$ cat src/uwh_map.svh
// Register offsets, field positions, reset values and sizes of the header codec
`ifndef UWH_MAP_SVH
`define UWH_MAP_SVH

// ------------------------------------------------------------
// Register byte offsets
// ------------------------------------------------------------
`define UWH_TXCFG_OFS 8'h00
`define UWH_TXADDR_OFS 8'h04
`define UWH_TXSEQ_OFS 8'h08
`define UWH_TXDUR_OFS 8'h0c
`define UWH_TXKEY_OFS 8'h10
`define UWH_TXEO_OFS 8'h14
`define UWH_CMD_OFS 8'h18
`define UWH_RXFC_OFS 8'h1c
`define UWH_RXADDR_OFS 8'h20
`define UWH_RXSEQ_OFS 8'h24
`define UWH_RXAI_OFS 8'h28
`define UWH_RXKEY_OFS 8'h2c

// ------------------------------------------------------------
// Frame control and field positions
// ------------------------------------------------------------
`define UWH_FC_VER_LSB 0
`define UWH_FC_SEC_BIT 3
`define UWH_FC_ACK_LSB 4
`define UWH_FC_TYPE_LSB 6
`define UWH_FC_SUB_LSB 9
`define UWH_FC_RETRY_BIT 13
`define UWH_SC_FRAG_LSB 0
`define UWH_SC_SEQ_LSB 3
`define UWH_SC_MORE_BIT 14
`define UWH_AI_DUR_LSB 0
`define UWH_AI_MORE_BIT 14
`define UWH_AI_AM_BIT 15
`define UWH_VERSION 3'h0

// ------------------------------------------------------------
// Sizes in octets, response codes and reset values
// ------------------------------------------------------------
`define UWH_HDR_OCTETS 5'd10
`define UWH_SECHDR_OCTETS 5'd12
`define UWH_RESP_OKAY 2'h0
`define UWH_RESP_SLVERR 2'h2
`define UWH_TXCFG_RST 32'h0000_00c0

`endif

$ cat src/uwh_pkg.sv
// Types shared by the header codec
package uwh_pkg;

    typedef enum logic [2:0] {
        UWH_BEACON = 3'h0,
        UWH_CONTROL = 3'h1,
        UWH_COMMAND = 3'h2,
        UWH_DATA = 3'h3,
        UWH_AGGDATA = 3'h4
    } uwh_ftype_t;

    typedef enum logic [1:0] {
        UWH_AM_NONE = 2'h0,
        UWH_AM_HARD = 2'h1,
        UWH_AM_SOFT = 2'h2,
        UWH_AM_ANSWER = 2'h3
    } uwh_amode_t;

    // Octet stream beat towards or from the PHY side
    typedef struct packed {
        logic [7:0] data;
        logic last;
    } uwh_octet_t;

    // Decoded header of a received frame
    typedef struct packed {
        logic [15:0] frameCtl;
        logic [15:0] destination_field;
        logic [15:0] source_field;
        logic [15:0] seqCtl;
        logic [15:0] accessInfo;
    } uwh_hdr_t;

endpackage

$ cat src/uwh_header_codec.sv
// Header builder and parser with AXI4-Lite register access
//
// Functional notes
// - Frame control: retry b13, subtype b12-9, type b8-6, ack b5-4, secure b3, version.
// - Version sent as zero; received nonzero version is ignored.
// - Secure flag only with a key index; then security header follows.
// - Ack policy 0 none, 1 immediate, 2 tracked block, 3 block request.
// - Type: beacon 0, control 1, command 2, data 3, aggregated 4; 5-7 reserved.
// - Subtype in control/command; delivery id in data; reserved otherwise.
// - Retry only in data, aggregated or command frames; else zero.
// - Destination holds recipient address, source holds own device address.
// - Sequence control: more b14, sequence b13-3, fragment b2-0; reserved in control.
// - First fragment numbered zero, then incremented per fragment.
// - More-fragments clear on final fragment, set on earlier ones.
// - Receiver flags duplicates from sequence and fragment of same source.
// - Access info: method b15, more-frames b14, 14-bit duration.
// - Reservation access: more-frames tells further frames in reservation block.
// - Contention access: more-frames tells further frames in superframe.
// - More-frames sent zero in beacon and control frames.
// - Hard or private reservation: access method set to one.
// - Soft reservation without backoff: access method optional, software chooses.
// - Answer frames copy access method of the received frame.
// - Access method zero otherwise, and zero in beacons.
// - Encryption offset zero encrypts all; N leaves N octets clear.
// - Freshness number takes the next per-key frame counter value; code keeps one counter, restarted at 1 on a key change.
// - Security header: key index 3, reserved 1, offset 2, freshness 6 octets.
// - Reserved fields sent zero; reserved values ignored on reception.
// - Multi-octet fields go least significant octet first.
// - Header: frame control, destination, source, sequence, access info.
`timescale 1ns/1ps
`include "uwh_map.svh"

module uwh_header_codec #(
    parameter int CNT_W = 48
) (
    input wire logic clk,
    input wire logic rst_n,
    input wire logic [7:0] s_axi_awaddr,
    input wire logic [2:0] s_axi_awprot,
    input wire logic s_axi_awvalid,
    output logic s_axi_awready,
    input wire logic [31:0] s_axi_wdata,
    input wire logic [3:0] s_axi_wstrb,
    input wire logic s_axi_wvalid,
    output logic s_axi_wready,
    output logic [1:0] s_axi_bresp,
    output logic s_axi_bvalid,
    input wire logic s_axi_bready,
    input wire logic [7:0] s_axi_araddr,
    input wire logic [2:0] s_axi_arprot,
    input wire logic s_axi_arvalid,
    output logic s_axi_arready,
    output logic [31:0] s_axi_rdata,
    output logic [1:0] s_axi_rresp,
    output logic s_axi_rvalid,
    input wire logic s_axi_rready,
    output uwh_pkg::uwh_octet_t txOctet,
    output logic txValid,
    input wire logic txReady,
    input wire uwh_pkg::uwh_octet_t rxOctet,
    input wire logic rxValid
);

    // Freshness field is six octets wide, so the counter must match it
    if (CNT_W != 48) begin : gCntWCheck
        $error("uwh_header_codec: CNT_W must be 48");
    end

    // ------------------------------------------------------------
    // Registers
    // ------------------------------------------------------------
    logic [31:0] txCfg_r;
    logic [31:0] txAddr_r;
    logic [31:0] txSeq_r;
    logic [13:0] txDur_r;
    logic [23:0] txKey_r;
    logic [15:0] txEo_r;
    logic [2:0] fragNum_r;
    logic [CNT_W-1:0] frameCnt_r;
    logic [23:0] cntKey_r;
    logic rxAm_r;
    uwh_pkg::uwh_hdr_t rxHdr_r;
    logic [23:0] rxKey_r;
    logic rxHdrOk_r;
    logic rxDup_r;
    logic rxIgnored_r;
    logic [15:0] lastSrc_r;
    logic [13:0] lastSeq_r;
    logic lastValid_r;

    // ------------------------------------------------------------
    // AXI4-Lite slave
    // ------------------------------------------------------------
    logic wrFire;
    logic rdFire;
    logic sendReq;
    logic [7:0] wOfs;
    assign wrFire = s_axi_awvalid && s_axi_wvalid && !s_axi_awready && !s_axi_bvalid;
    assign rdFire = s_axi_arvalid && !s_axi_arready && !s_axi_rvalid;
    assign wOfs = {s_axi_awaddr[7:2], 2'b00};

    // Write channels taken together, response one cycle later
    always_ff @(posedge clk or negedge rst_n) begin
        if (!rst_n) begin
            s_axi_awready <= 1'b0;
            s_axi_wready <= 1'b0;
            s_axi_bvalid <= 1'b0;
            s_axi_bresp <= `UWH_RESP_OKAY;
        end else begin
            s_axi_awready <= wrFire;
            s_axi_wready <= wrFire;
            if (wrFire) begin
                s_axi_bvalid <= 1'b1;
                s_axi_bresp <= (wOfs > `UWH_CMD_OFS) ? `UWH_RESP_SLVERR : `UWH_RESP_OKAY;
            end else if (s_axi_bready) begin
                s_axi_bvalid <= 1'b0;
            end
        end
    end

    // Byte-lane merge of write data into a register
    function automatic logic [31:0] merge(input logic [31:0] old, input logic [31:0] nw,
                                          input logic [3:0] strb);
        logic [31:0] res;
        res = old;
        for (int i = 0; i < 4; i++) begin
            if (strb[i]) res[i*8 +: 8] = nw[i*8 +: 8];
        end
        return res;
    endfunction

    // Transmit configuration registers
    always_ff @(posedge clk or negedge rst_n) begin
        if (!rst_n) begin
            txCfg_r <= `UWH_TXCFG_RST;
            txAddr_r <= 32'h0;
            txSeq_r <= 32'h0;
            txDur_r <= 14'h0;
            txKey_r <= 24'h0;
            txEo_r <= 16'h0;
        end else if (wrFire) begin
            unique case (wOfs)
                `UWH_TXCFG_OFS: txCfg_r <= merge(txCfg_r, s_axi_wdata, s_axi_wstrb);
                `UWH_TXADDR_OFS: txAddr_r <= merge(txAddr_r, s_axi_wdata, s_axi_wstrb);
                `UWH_TXSEQ_OFS: txSeq_r <= merge(txSeq_r, s_axi_wdata, s_axi_wstrb);
                `UWH_TXDUR_OFS: txDur_r <= 14'(merge({18'h0, txDur_r}, s_axi_wdata,
                                                     s_axi_wstrb));
                `UWH_TXKEY_OFS: txKey_r <= 24'(merge({8'h0, txKey_r}, s_axi_wdata,
                                                     s_axi_wstrb));
                `UWH_TXEO_OFS: txEo_r <= 16'(merge({16'h0, txEo_r}, s_axi_wdata,
                                                   s_axi_wstrb));
                default: ;
            endcase
        end
    end

    assign sendReq = wrFire && (wOfs == `UWH_CMD_OFS) && s_axi_wstrb[0] && s_axi_wdata[0];

    // Read mux, answer one cycle after the address is taken
    logic busy;
    always_ff @(posedge clk or negedge rst_n) begin
        if (!rst_n) begin
            s_axi_arready <= 1'b0;
            s_axi_rvalid <= 1'b0;
            s_axi_rdata <= 32'h0;
            s_axi_rresp <= `UWH_RESP_OKAY;
        end else begin
            s_axi_arready <= rdFire;
            if (rdFire) begin
                s_axi_rvalid <= 1'b1;
                s_axi_rresp <= `UWH_RESP_OKAY;
                unique case ({s_axi_araddr[7:2], 2'b00})
                    `UWH_TXCFG_OFS: s_axi_rdata <= txCfg_r;
                    `UWH_TXADDR_OFS: s_axi_rdata <= txAddr_r;
                    `UWH_TXSEQ_OFS: s_axi_rdata <= {txSeq_r[31:19], fragNum_r, txSeq_r[15:0]};
                    `UWH_TXDUR_OFS: s_axi_rdata <= {18'h0, txDur_r};
                    `UWH_TXKEY_OFS: s_axi_rdata <= {8'h0, txKey_r};
                    `UWH_TXEO_OFS: s_axi_rdata <= {16'h0, txEo_r};
                    `UWH_CMD_OFS: s_axi_rdata <= {28'h0, rxIgnored_r, rxDup_r, rxHdrOk_r, busy};
                    `UWH_RXFC_OFS: s_axi_rdata <= {16'h0, rxHdr_r.frameCtl};
                    `UWH_RXADDR_OFS: s_axi_rdata <= {rxHdr_r.source_field, rxHdr_r.destination_field};
                    `UWH_RXSEQ_OFS: s_axi_rdata <= {16'h0, rxHdr_r.seqCtl};
                    `UWH_RXAI_OFS: s_axi_rdata <= {16'h0, rxHdr_r.accessInfo};
                    `UWH_RXKEY_OFS: s_axi_rdata <= {8'h0, rxKey_r};
                    default: begin
                        s_axi_rdata <= 32'h0;
                        s_axi_rresp <= `UWH_RESP_SLVERR;
                    end
                endcase
            end else if (s_axi_rready) begin
                s_axi_rvalid <= 1'b0;
            end
        end
    end

    // ------------------------------------------------------------
    // Header assembly
    // ------------------------------------------------------------
    uwh_pkg::uwh_ftype_t fType;
    uwh_pkg::uwh_amode_t aMode;
    logic isCtl;
    logic isBcn;
    logic isData;
    logic secure;
    logic amBit;
    logic moreFr;
    logic [15:0] fc;
    logic [15:0] sc;
    logic [15:0] ai;
    logic [CNT_W-1:0] nextCnt;
    logic [175:0] frameBits;

    // Configuration fields: type[2:0] ack[5:4] secure[8] retry[9] sub[15:12]
    // moreFrames[16] access mode[18:17] soft-use[19]
    assign fType = uwh_pkg::uwh_ftype_t'(txCfg_r[2:0]);
    assign aMode = uwh_pkg::uwh_amode_t'(txCfg_r[18:17]);
    assign isCtl = (fType == uwh_pkg::UWH_CONTROL);
    assign isBcn = (fType == uwh_pkg::UWH_BEACON);
    assign isData = (fType == uwh_pkg::UWH_DATA) || (fType == uwh_pkg::UWH_AGGDATA);
    assign secure = txCfg_r[8] && (txKey_r != 24'h0);

    // Access method choice per reservation mode
    always_comb begin
        unique case (aMode)
            uwh_pkg::UWH_AM_HARD: amBit = 1'b1;
            uwh_pkg::UWH_AM_SOFT: amBit = txCfg_r[19];
            uwh_pkg::UWH_AM_ANSWER: amBit = rxAm_r;
            uwh_pkg::UWH_AM_NONE: amBit = 1'b0;
        endcase
        if (isBcn) amBit = 1'b0;
    end

    // More-frames is software's view of the current block or superframe
    assign moreFr = txCfg_r[16] && !isBcn && !isCtl;

    // Frame control with reserved parts zeroed
    assign fc = {2'b00,
                 txCfg_r[9] && (isData || fType == uwh_pkg::UWH_COMMAND),
                 isBcn ? 4'h0 : txCfg_r[15:12],
                 txCfg_r[2:0],
                 txCfg_r[5:4],
                 secure,
                 `UWH_VERSION};

    // Sequence control; fragment number kept by hardware
    assign sc = isCtl ? 16'h0 : {1'b0, !txSeq_r[16], txSeq_r[10:0], fragNum_r};
    assign ai = {amBit, moreFr, txDur_r};

    // Counter restarts at one whenever the key differs from the last key used, so only that key keeps a running count
    assign nextCnt = (txKey_r != cntKey_r) ? {{(CNT_W-1){1'b0}}, 1'b1} : frameCnt_r + 1'b1;

    // Fields in send order; each word least significant octet lowest
    assign frameBits = {nextCnt, txEo_r, 8'h00, txKey_r,
                        ai, sc, txAddr_r[31:16], txAddr_r[15:0], fc};

    // ------------------------------------------------------------
    // Octet serializer
    // ------------------------------------------------------------
    typedef enum logic [0:0] {TxIdle, TxSend} txSt_t;
    txSt_t txSt_r;
    logic [175:0] shift_r;
    logic [4:0] left_r;
    assign busy = (txSt_r == TxSend);

    // Shift out octets, holding each until the PHY side takes it
    always_ff @(posedge clk or negedge rst_n) begin
        if (!rst_n) begin
            txSt_r <= TxIdle;
            shift_r <= 176'h0;
            left_r <= 5'h0;
            txOctet <= '0;
            txValid <= 1'b0;
        end else begin
            unique case (txSt_r)
                TxIdle: begin
                    if (sendReq) begin
                        txSt_r <= TxSend;
                        shift_r <= frameBits >> 8;
                        left_r <= (secure ? `UWH_HDR_OCTETS + `UWH_SECHDR_OCTETS
                                          : `UWH_HDR_OCTETS) - 5'd1;
                        txOctet <= '{data: frameBits[7:0], last: 1'b0};
                        txValid <= 1'b1;
                    end
                end
                TxSend: begin
                    if (txReady) begin
                        if (left_r == 5'd0) begin
                            txSt_r <= TxIdle;
                            txValid <= 1'b0;
                            txOctet <= '0;
                        end else begin
                            txOctet <= '{data: shift_r[7:0], last: (left_r == 5'd1)};
                            shift_r <= shift_r >> 8;
                            left_r <= left_r - 5'd1;
                        end
                    end
                end
            endcase
        end
    end

    // Fragment number and per-key counter advance when a frame starts
    always_ff @(posedge clk or negedge rst_n) begin
        if (!rst_n) begin
            fragNum_r <= 3'h0;
            frameCnt_r <= '0;
            cntKey_r <= 24'h0;
        end else begin
            if (wrFire && wOfs == `UWH_TXSEQ_OFS && s_axi_wstrb[2] && s_axi_wdata[17]) begin
                fragNum_r <= 3'h0;
            end else if (sendReq && txSt_r == TxIdle && !isCtl) begin
                fragNum_r <= txSeq_r[16] ? 3'h0 : fragNum_r + 3'h1;
            end
            if (sendReq && txSt_r == TxIdle && secure) begin
                frameCnt_r <= nextCnt;
                cntKey_r <= txKey_r;
            end
        end
    end

    // ------------------------------------------------------------
    // Header parser
    // ------------------------------------------------------------
    logic [4:0] rxIdx_r;
    logic [175:0] rxBuf_r;
    logic [175:0] rxBufNxt;
    logic [15:0] rxFc;
    logic hdrDone;
    logic secDone;
    logic verOk;
    logic typeOk;
    logic isDup;

    assign rxBufNxt = {rxOctet.data, rxBuf_r[175:8]};
    // After ten octets the header sits in the top 80 bits, frame control lowest
    assign rxFc = rxBufNxt[111:96];
    assign hdrDone = rxValid && (rxIdx_r == `UWH_HDR_OCTETS - 5'd1);
    assign secDone = rxValid && (rxIdx_r == `UWH_HDR_OCTETS + `UWH_SECHDR_OCTETS - 5'd1);
    assign verOk = (rxFc[2:0] == `UWH_VERSION);
    assign typeOk = (rxFc[8:6] <= 3'h4);
    // Retransmission of last frame from the same source
    assign isDup = lastValid_r && rxFc[13] && (rxBufNxt[143:128] == lastSrc_r)
                   && (rxBufNxt[157:144] == lastSeq_r);

    // Collect octets; header fields latched after tenth octet
    always_ff @(posedge clk or negedge rst_n) begin
        if (!rst_n) begin
            rxIdx_r <= 5'h0;
            rxBuf_r <= 176'h0;
            rxHdr_r <= '0;
            rxKey_r <= 24'h0;
            rxAm_r <= 1'b0;
            rxHdrOk_r <= 1'b0;
            rxDup_r <= 1'b0;
            rxIgnored_r <= 1'b0;
            lastSrc_r <= 16'h0;
            lastSeq_r <= 14'h0;
            lastValid_r <= 1'b0;
        end else if (rxValid) begin
            rxBuf_r <= rxBufNxt;
            rxIdx_r <= rxOctet.last ? 5'h0 : rxIdx_r + 5'h1;
            if (hdrDone) begin
                rxHdrOk_r <= verOk && typeOk;
                rxIgnored_r <= !(verOk && typeOk);
                if (verOk && typeOk) begin
                    rxHdr_r <= {rxBufNxt[111:96], rxBufNxt[127:112], rxBufNxt[143:128],
                                rxBufNxt[159:144], rxBufNxt[175:160]};
                    rxAm_r <= rxBufNxt[175];
                    rxKey_r <= 24'h0;
                    if (rxFc[8:6] != 3'h1) begin
                        rxDup_r <= isDup;
                        lastSrc_r <= rxBufNxt[143:128];
                        lastSeq_r <= rxBufNxt[157:144];
                        lastValid_r <= 1'b1;
                    end else begin
                        rxDup_r <= 1'b0;
                    end
                end
            end
            if (secDone && rxHdrOk_r && rxHdr_r.frameCtl[3]) begin
                rxKey_r <= rxBufNxt[103:80];
            end
        end
    end

endmodule // uwh_header_codec

$ cat config.mk
export PLATFORM = sky130hd
export DESIGN_NAME = uwh_header_codec
export DESIGN_NICKNAME = d
export VERILOG_FILES = /design/src/uwh_pkg.sv /design/src/uwh_header_codec.sv
export VERILOG_INCLUDE_DIRS = /design/src /design/src/src
export SDC_FILE = /design/constraint.sdc
export NUM_CORES = 1
export LEC_CHECK = 0
export BUFFER_PORTS_ARGS = -buffer_cell sky130_fd_sc_hd__buf_2
export CELL_PAD_IN_SITES_DETAIL_PLACEMENT = 1
export CELL_PAD_IN_SITES_GLOBAL_PLACEMENT = 1
export CORE_ASPECT_RATIO = 1.75
export CORE_MARGIN = 1
export CORE_UTILIZATION = 50
export DETAILED_ROUTE_END_ITERATION = 8
export PLACE_DENSITY_LB_ADDON = 0.1
export SLEW_MARGIN = 20
export SYNTH_ARGS = -nofsm -noshare
export SYNTH_HDL_FRONTEND = slang
export SYNTH_SLANG_ARGS = --single-unit
export TNS_END_PERCENT = 30
$ cat constraint.sdc
create_clock -name clk -period 2.69 [get_ports clk]
set_input_delay 0.269 -clock clk [delete_from_list [all_inputs] [get_ports clk]]
set_output_delay 0.269 -clock clk [all_outputs]
set_load 0.05 [all_outputs]
==> results of run 1 <==
==> routing by layer <==
metal,up-vias,part of all wire (%),GRT usage [%],routed length (µm)
li1,10167,-,-,-
met1,12104,38,40.67,40290
met2,543,51,60.59,53640
met3,245,3.2,3.336,3364
met4,0,7.2,21.70,7508
met5,-,0,0,0
==> what timing repair did <==
item                                    4_1_cts  5_1_grt
endpoints found under the hold margin       158        0
buffers inserted                              0        4
cloned                                        0        0
pin swaps                                     0        1
hold buffers                                 39        0
gates resized for setup                       2        3
endpoints found under the setup margin       37       19
==> worst max-delay path, cell delays in order, from the launching register on <==
cell,delay (ps)
dfrtp_1,560
buf_4,240
nor4_1,260
nand4_1,180
o21ai_0,200
buf_4,170
or2_2,290
nor2_1,120
buf_4,190
a31o_2,250
==> layout make-up <==
cell class | instances | area [µm²]
Fill cell | 6334 | 25000
Sequential cell | 676 | 16920
Multi-Input combinational cell | 1872 | 13010
Timing Repair Buffer | 303 | 2325
Clock buffer | 91 | 1859
Tap cell | 786 | 983.4
Clock inverter | 22 | 226.5
Inverter | 33 | 123.9
Antenna cell | 1 | 2.502
==> metrics by stage <==
stage | power (µW) | util (%) | area, µm² | worst slack (ps) | hold WS, ps
6_report | 23100 | 58.65 | 35450 | 116.2 | 23.47
5_1_grt | 23890 | 58.64 | 35450 | -11.23 | 8.337
4_1_cts | 23280 | 58.56 | 35400 | 14.49 | 2.225
3_5_place_dp | 14090 | 54.45 | 32910 | -271.3 | 288.5
3_3_place_gp | 13930 | 54.45 | 32910 | -157.3 | 287.6
2_1_floorplan | 12770 | - | 30670 | 272.3 | -26.59
==> cells in the mapped netlist, types with 16 or more instances <==
library cell	number
a21o_1	21
a21oi_1	97
a221oi_1	22
a22o_1	29
a22oi_1	62
a31oi_1	16
and3_1	49
buf_2	24
clkbuf_1	126
dfrtp_1	674
inv_1	33
mux2_2	349
mux2i_1	115
nand2_1	401
nand3_1	55
nand4_1	18
nor2_1	85
nor3_1	29
nor4_1	27
o21ai_0	228
o31ai_1	27
xnor2_1	46
xor2_1	55
==> cell families after synthesis <==
logic type	share of synthesized area, %
AOI/OAI and AO/OA	10.89
xor gates and xnor gates	2.885
adders and majority gates	0.2856
buffers and inverters	2.648
DFF	55.17
muxes	16.64
other	0.01223
and+or+nand+nor	11.47
==> registers in the layout, summed over array words and instances, names as in the netlist, 9 cells and up <==
signal / count
rxBuf_r: 88
lastSeq_r: 14
txAddr_r: 32
frameCnt_r: 48
lastSrc_r: 16
txKey_r: 24
rxKey_r: 24
txEo_r: 16
txOctet: 9
rxHdr_r: 79
s_axi_rdata: 32
shift_r: 168
txSeq_r: 30
txCfg_r: 32
cntKey_r: 24
txDur_r: 14
==> power by group through the flow <==
stage / Clock (µW) / Combinational, µW / Sequential, µW
floorplan: 0 / 1230 / 11500
global placement: 0 / 2120 / 11800
detailed placement: 0 / 2220 / 11900
CTS: 9270 / 2300 / 11700
global route: 9620 / 2480 / 11800
finish: 9110 / 2280 / 11700
==> worst paths after layout <==
path                                    startpoint                          to  slack (ps)  cells past startpoint
setup / recovery           txKey_r[22]$_DFFE_PN0P_  frameCnt_r[31]$_DFFE_PN0P_         120                      9
hold / removal                     s_axi_wdata[14]     txCfg_r[14]$_DFFE_PN0P_          20                      2
setup reg to reg           txKey_r[22]$_DFFE_PN0P_  frameCnt_r[31]$_DFFE_PN0P_         120                      9
hold reg to reg             txOctet[7]$_DFFE_PN0P_      txOctet[7]$_DFFE_PN0P_         480                      2
max in group asynchronous                    rst_n  frameCnt_r[32]$_DFFE_PN0P_        1520                      3
min in group asynchronous                    rst_n     txSeq_r[15]$_DFFE_PN0P_         180                      2
==> results.yml, run 1 <==
timing:
  worstMarginPinSlew_ps: 1058
  setup_tns_ps: 0
  period_minus_slack_ps: 2574
  fin_skew_ps: 19.40
  setup_violations: 0
  slew_violations: 0
  finalCritPeriodShare_pct: 95.68
  clock.fmax_ghz: 0.3885
  hold_violations: 0
  slew_headroom_pct: 28.75
synthesis:
  synth_top_area_cell: "dfrtp_1"
  ys_top_cells_by_area: "dfrtp_1 55%, mux2_2 13%, nand2_1 4.9%, mux2i_1 3.8%, o21ai_0 3.7%"
  ys_warn_count: 0
  synth-async-reset-ratio_pct: 100.0
  netlist_instances: 2748
  yosys_register_bits: 676
  syn_area_mm2: 0.03067
  ys.flop_type: "dfrtp_1"
  yosysSeqAreaShare_pct: 55.17
  netlist.area_leader.share_pct: 55.00
  synth_area_per_cell_um2: 11.16
  yosysUniqueCellTypes: 70
  synth-edff-count: 0
cts:
  htreeDepth: 2
  clk_pin_slew_ps: 70
  cts_inserted_buffers: 61
  cts_tree: "built"
  clock_sinks: 676
  cts_buffer_depth: 3
  cts_root_buf: "clkbuf_16"
  clk_latency_ps: 670
placed_design:
  dp_cells: 3627
  io_buffer_count: 114
  dp_hpwl_um: 76390
  place_congestion: 0.9779
global_route:
  grt_pass1_vias: 24963
  overflow: 0
  grt_use_total_pct: 34.55
  grt_pass1_wl_um: 158900
  antenna_found_initial: 0
  grt_max_degree: 137
drt:
  vias_per_cell: 6.094
  vias: 23059
  drt_first_pass_iters: 6
  drt_wl_total_um: 104800
  route.detailed.drc: 0
  ant_nets: 0
  wl_per_cell_um: 27.70
  drt_iter0_drc: 1325
critical_path:
  crit_type: "reg2reg"
  end_kind: "flip-flop"
  cp.arrival_ps: 3120
  crit_path_start_kind: "flip-flop"
  critPathMaxFanout: 10
  cp.required_ps: 3240
layout:
  finalNonFillerCells: 3784
  drive_above_1_share_pct: 25.56
  final_nets: 3030
  area_growth_pct: 15.61
  final_common_cell: "dfrtp_1"
  final_cell_mix: "672 x dfrtp_1, 401 x nand2_1, 349 x mux2_2"
power:
  clkPwrFrac_pct: 39.4
  p_per_area_mw_per_mm2: 651.7
  p_comb_share_pct: 9.9
  p_sw_uw: 6165
  ir_worst_vdd_mv: 0.7016
  p_seq_share_pct: 50.7
  cellLeakagePower_uw: 0.01688
  p_int_uw: 16940
  sw_frac_of_total_pct: 26.68
flow_run:
  cap_viol_max_count: 0
floorplanning:
  ios: 127
  coreArea_mm2: 0.06045
  die_area_mm2: 0.06236
  die_w_um: 189.2
  die_y_um: 329.6
  initial_core_util_pct: 50.73
  row_count: 119
run_status:
  outcome: "completed"
worst_hold_path:
  min_path_type: "in2reg"
Note: power is estimated with default switching activity, not from simulation.
==> inputs of run 2 (changes only) <==
==> constraint.sdc (replaced) <==
create_clock -name clk -period 2.7 [get_ports clk]
set_input_delay 0.27 -clock clk [delete_from_list [all_inputs] [get_ports clk]]
set_output_delay 0.27 -clock clk [all_outputs]
set_load 0.05 [all_outputs]
==> run 2 against run 1 <==
Largest cell class unchanged. Worst setup slack lost 37 ps. Critical path type unchanged. Maximum frequency shrank 1.8%. Power grew 3.2%. Critical path depth is the same. Sequential share of layout area shrank 0.45 points.
==> results.yml, run 2 (synthesized netlist as in run 1, its figures left out) <==
run_status:
  outcome: "completed"
timing:
  slew_headroom_pct: 42.41
  setup_violations: 0
  hold_violations: 0
  clock.fmax_ghz: 0.3816
  setup_tns_ps: 0
  worstMarginPinSlew_ps: 863.8
  rsz0062_at_grt: "no"
  period_minus_slack_ps: 2621
  slew_violations: 0
  finalCritPeriodShare_pct: 97.07
  fin_skew_ps: 20.52
layout:
  drive_above_1_share_pct: 25.86
  final_nets: 3042
  multi_input_area_mm2: 0.01304
  area_growth_pct: 16.70
  top_register: "shift_r"
  largest_registers: "shift_r x168, rxBuf_r x88, rxHdr_r x79"
  largest_reg_flops: 168
  final_common_cell: "dfrtp_1"
  utilization_pct: 59.20
  seq_area_mm2: 0.01692
  n_fill_cell: 6344
  final_cell_mix: "673 x dfrtp_1, 401 x nand2_1, 349 x mux2_2"
cts:
  clk_latency_ps: 640
  post_cts_buffers: 0
  cts_tree: "built"
  cts_buffer_depth: 3
  clk_pin_slew_ps: 70
  clock_sinks: 676
  cts_inserted_buffers: 67
  htreeDepth: 3
  cts_root_buf: "clkbuf_16"
critical_path:
  cp.required_ps: 3220
  path_common_cell: "buf_4"
  slowest_stage: "dfrtp_1"
  reg2reg_depth: 9
  end_kind: "flip-flop"
  critPathMaxFanout: 102
  crit_type: "reg2reg"
  r2r_start: "s_axi_wready$_DFF_PN0_"
  cp.arrival_ps: 3140
  path_delay_family: "simple AND/OR/NAND/NOR gates"
  path_cells: "nor4bb_4, buf_4, and4_1, buf_4, a31oi_4, buf_12, a21oi_1, o31ai_1, o21a_1"
  rrSetupSlack_ps: 80
  worstReg2RegEnd: "shift_r[130]$_DFFE_PN0P_"
  slowest_delay_ps: 420
  crit_path_start_kind: "flip-flop"
  crit_buf_inv: 3
power:
  ir_worst_vdd_mv: 0.5924
  p_per_area_mw_per_mm2: 666.0
  cellLeakagePower_uw: 0.01706
global_route:
  grt_use_total_pct: 35.82
  grt_pass1_wl_um: 163400
  antenna_found_initial: 2
  grt_max_degree: 169
  overflow: 0
  grt_pass1_vias: 25173
floorplanning:
  die_w_um: 189.2
  coreArea_mm2: 0.06045
  initial_core_util_pct: 50.73
  die_y_um: 329.6
  row_count: 119
  ios: 127
  die_area_mm2: 0.06236
worst_hold_path:
  hold_path_end: "txKey_r[0]$_DFFE_PN0P_"
  min_path_type: "in2reg"
  holdPathStages: 2
  min_from: "s_axi_wdata[0]"
drt:
  drt_iter0_drc: 1496
  met2WireLength_um: 55730
  route.detailed.drc: 0
  wl_per_cell_um: 28.83
  ant_nets: 0
  wl_met1_um: 41910
  drt_first_pass_iters: 5
  drt_wl_total_um: 109500
  highest_layer: "met5"
  vias: 23130
  route.met3.wl_um: 3617
  vias_per_cell: 6.088
placed_design:
  io_buffer_count: 114
  place_congestion: 0.9605
  dp_hpwl_um: 78340
flow_run:
  cap_viol_max_count: 0
==> run 2: cell count changes in the layout (fill, tap and decap cells not counted), moves of 2 or more <==
| cell | change |
|---|---|
| dlygate4sd3_1 | -5 |
| buf_4 | +4 |
| a221oi_2 | +2 |
| clkbuf_16 | +11 |
| buf_12 | +5 |
| clkbuf_8 | -7 |
| a221oi_1 | -2 |
| clkinvlp_4 | -5 |
| clkbuf_1 | +10 |
==> run 2: how the worst max path moves through the flow <==
stage	slack [ps]	start	to	depth (start not counted)
2_1_floorplan	280	rxIdx_r[1]$_DFFE_PN0P_	rxHdr_r[12]$_DFFE_PN0P_	9
3_3_place_gp	-30	s_axi_wready$_DFF_PN0_	shift_r[2]$_DFFE_PN0P_	8
3_5_place_dp	-150	s_axi_wready$_DFF_PN0_	shift_r[2]$_DFFE_PN0P_	8
4_1_cts	20	txKey_r[22]$_DFFE_PN0P_	frameCnt_r[38]$_DFFE_PN0P_	7
5_1_grt	10	frameCnt_r[1]$_DFFE_PN0P_	frameCnt_r[36]$_DFFE_PN0P_	7
6_report	80	s_axi_wready$_DFF_PN0_	shift_r[130]$_DFFE_PN0P_	9
==> run 2: metal layers <==
layer  vias to the layer above  global-route usage [%]
met5                         -                       0
met4                         4                   24.33
li1                      10183                       -
met1                     12129                   41.63
met3                       245                   3.814
met2                       569                   62.31
==> run 2: repair_timing <==
item | in CTS | in global routing
hold endpoints to repair | 127 | 0
gates cloned | 0 | 1
gates resized for setup | 3 | 8
hold buffers | 34 | 0
setup endpoints to repair | 3 | 60
==> run 2: through the flow <==
stage | hold WS, ps | std cells | total power (µW) | cell area, µm² | worst slack, ps
2_1_floorplan | -25.59 | 2749 | 12730 | 30670 | 282.3
3_3_place_gp | 375.2 | 3641 | 13900 | 33110 | -30.04
3_5_place_dp | 380.0 | 3641 | 14080 | 33110 | -149.6
4_1_cts | 19.08 | 3797 | 23960 | 35740 | 24.42
5_1_grt | 30.51 | 3798 | 24570 | 35790 | 14.48
6_report | 24.14 | 3799 | 23840 | 35790 | 79.15
==> run 2: worst reg2reg max path: cells and delay by family (launching register included) <==
family,cells,cell delay (ps)
AND/OR/NAND/NOR,2,700
buffers and inverters,3,700
AO/OA/AOI/OAI,4,680
flip-flops,1,420
==> run 2: report_power, final <==
part | switching, µW | internal, µW
clock | 4190 | 5630
combinational | 1340 | 991
sequential | 830 | 10800
total | 6370 | 17500
==> run 2: layout make-up <==
type	count	share of cell area (%)
timing repair buffer	309	6.828
antenna	1	0.006992
clock inverter	19	0.6678
multi-input combinational	1872	36.43
tap	786	2.748
clock buffer	103	5.692
inverter	33	0.3461
sequential	676	47.29
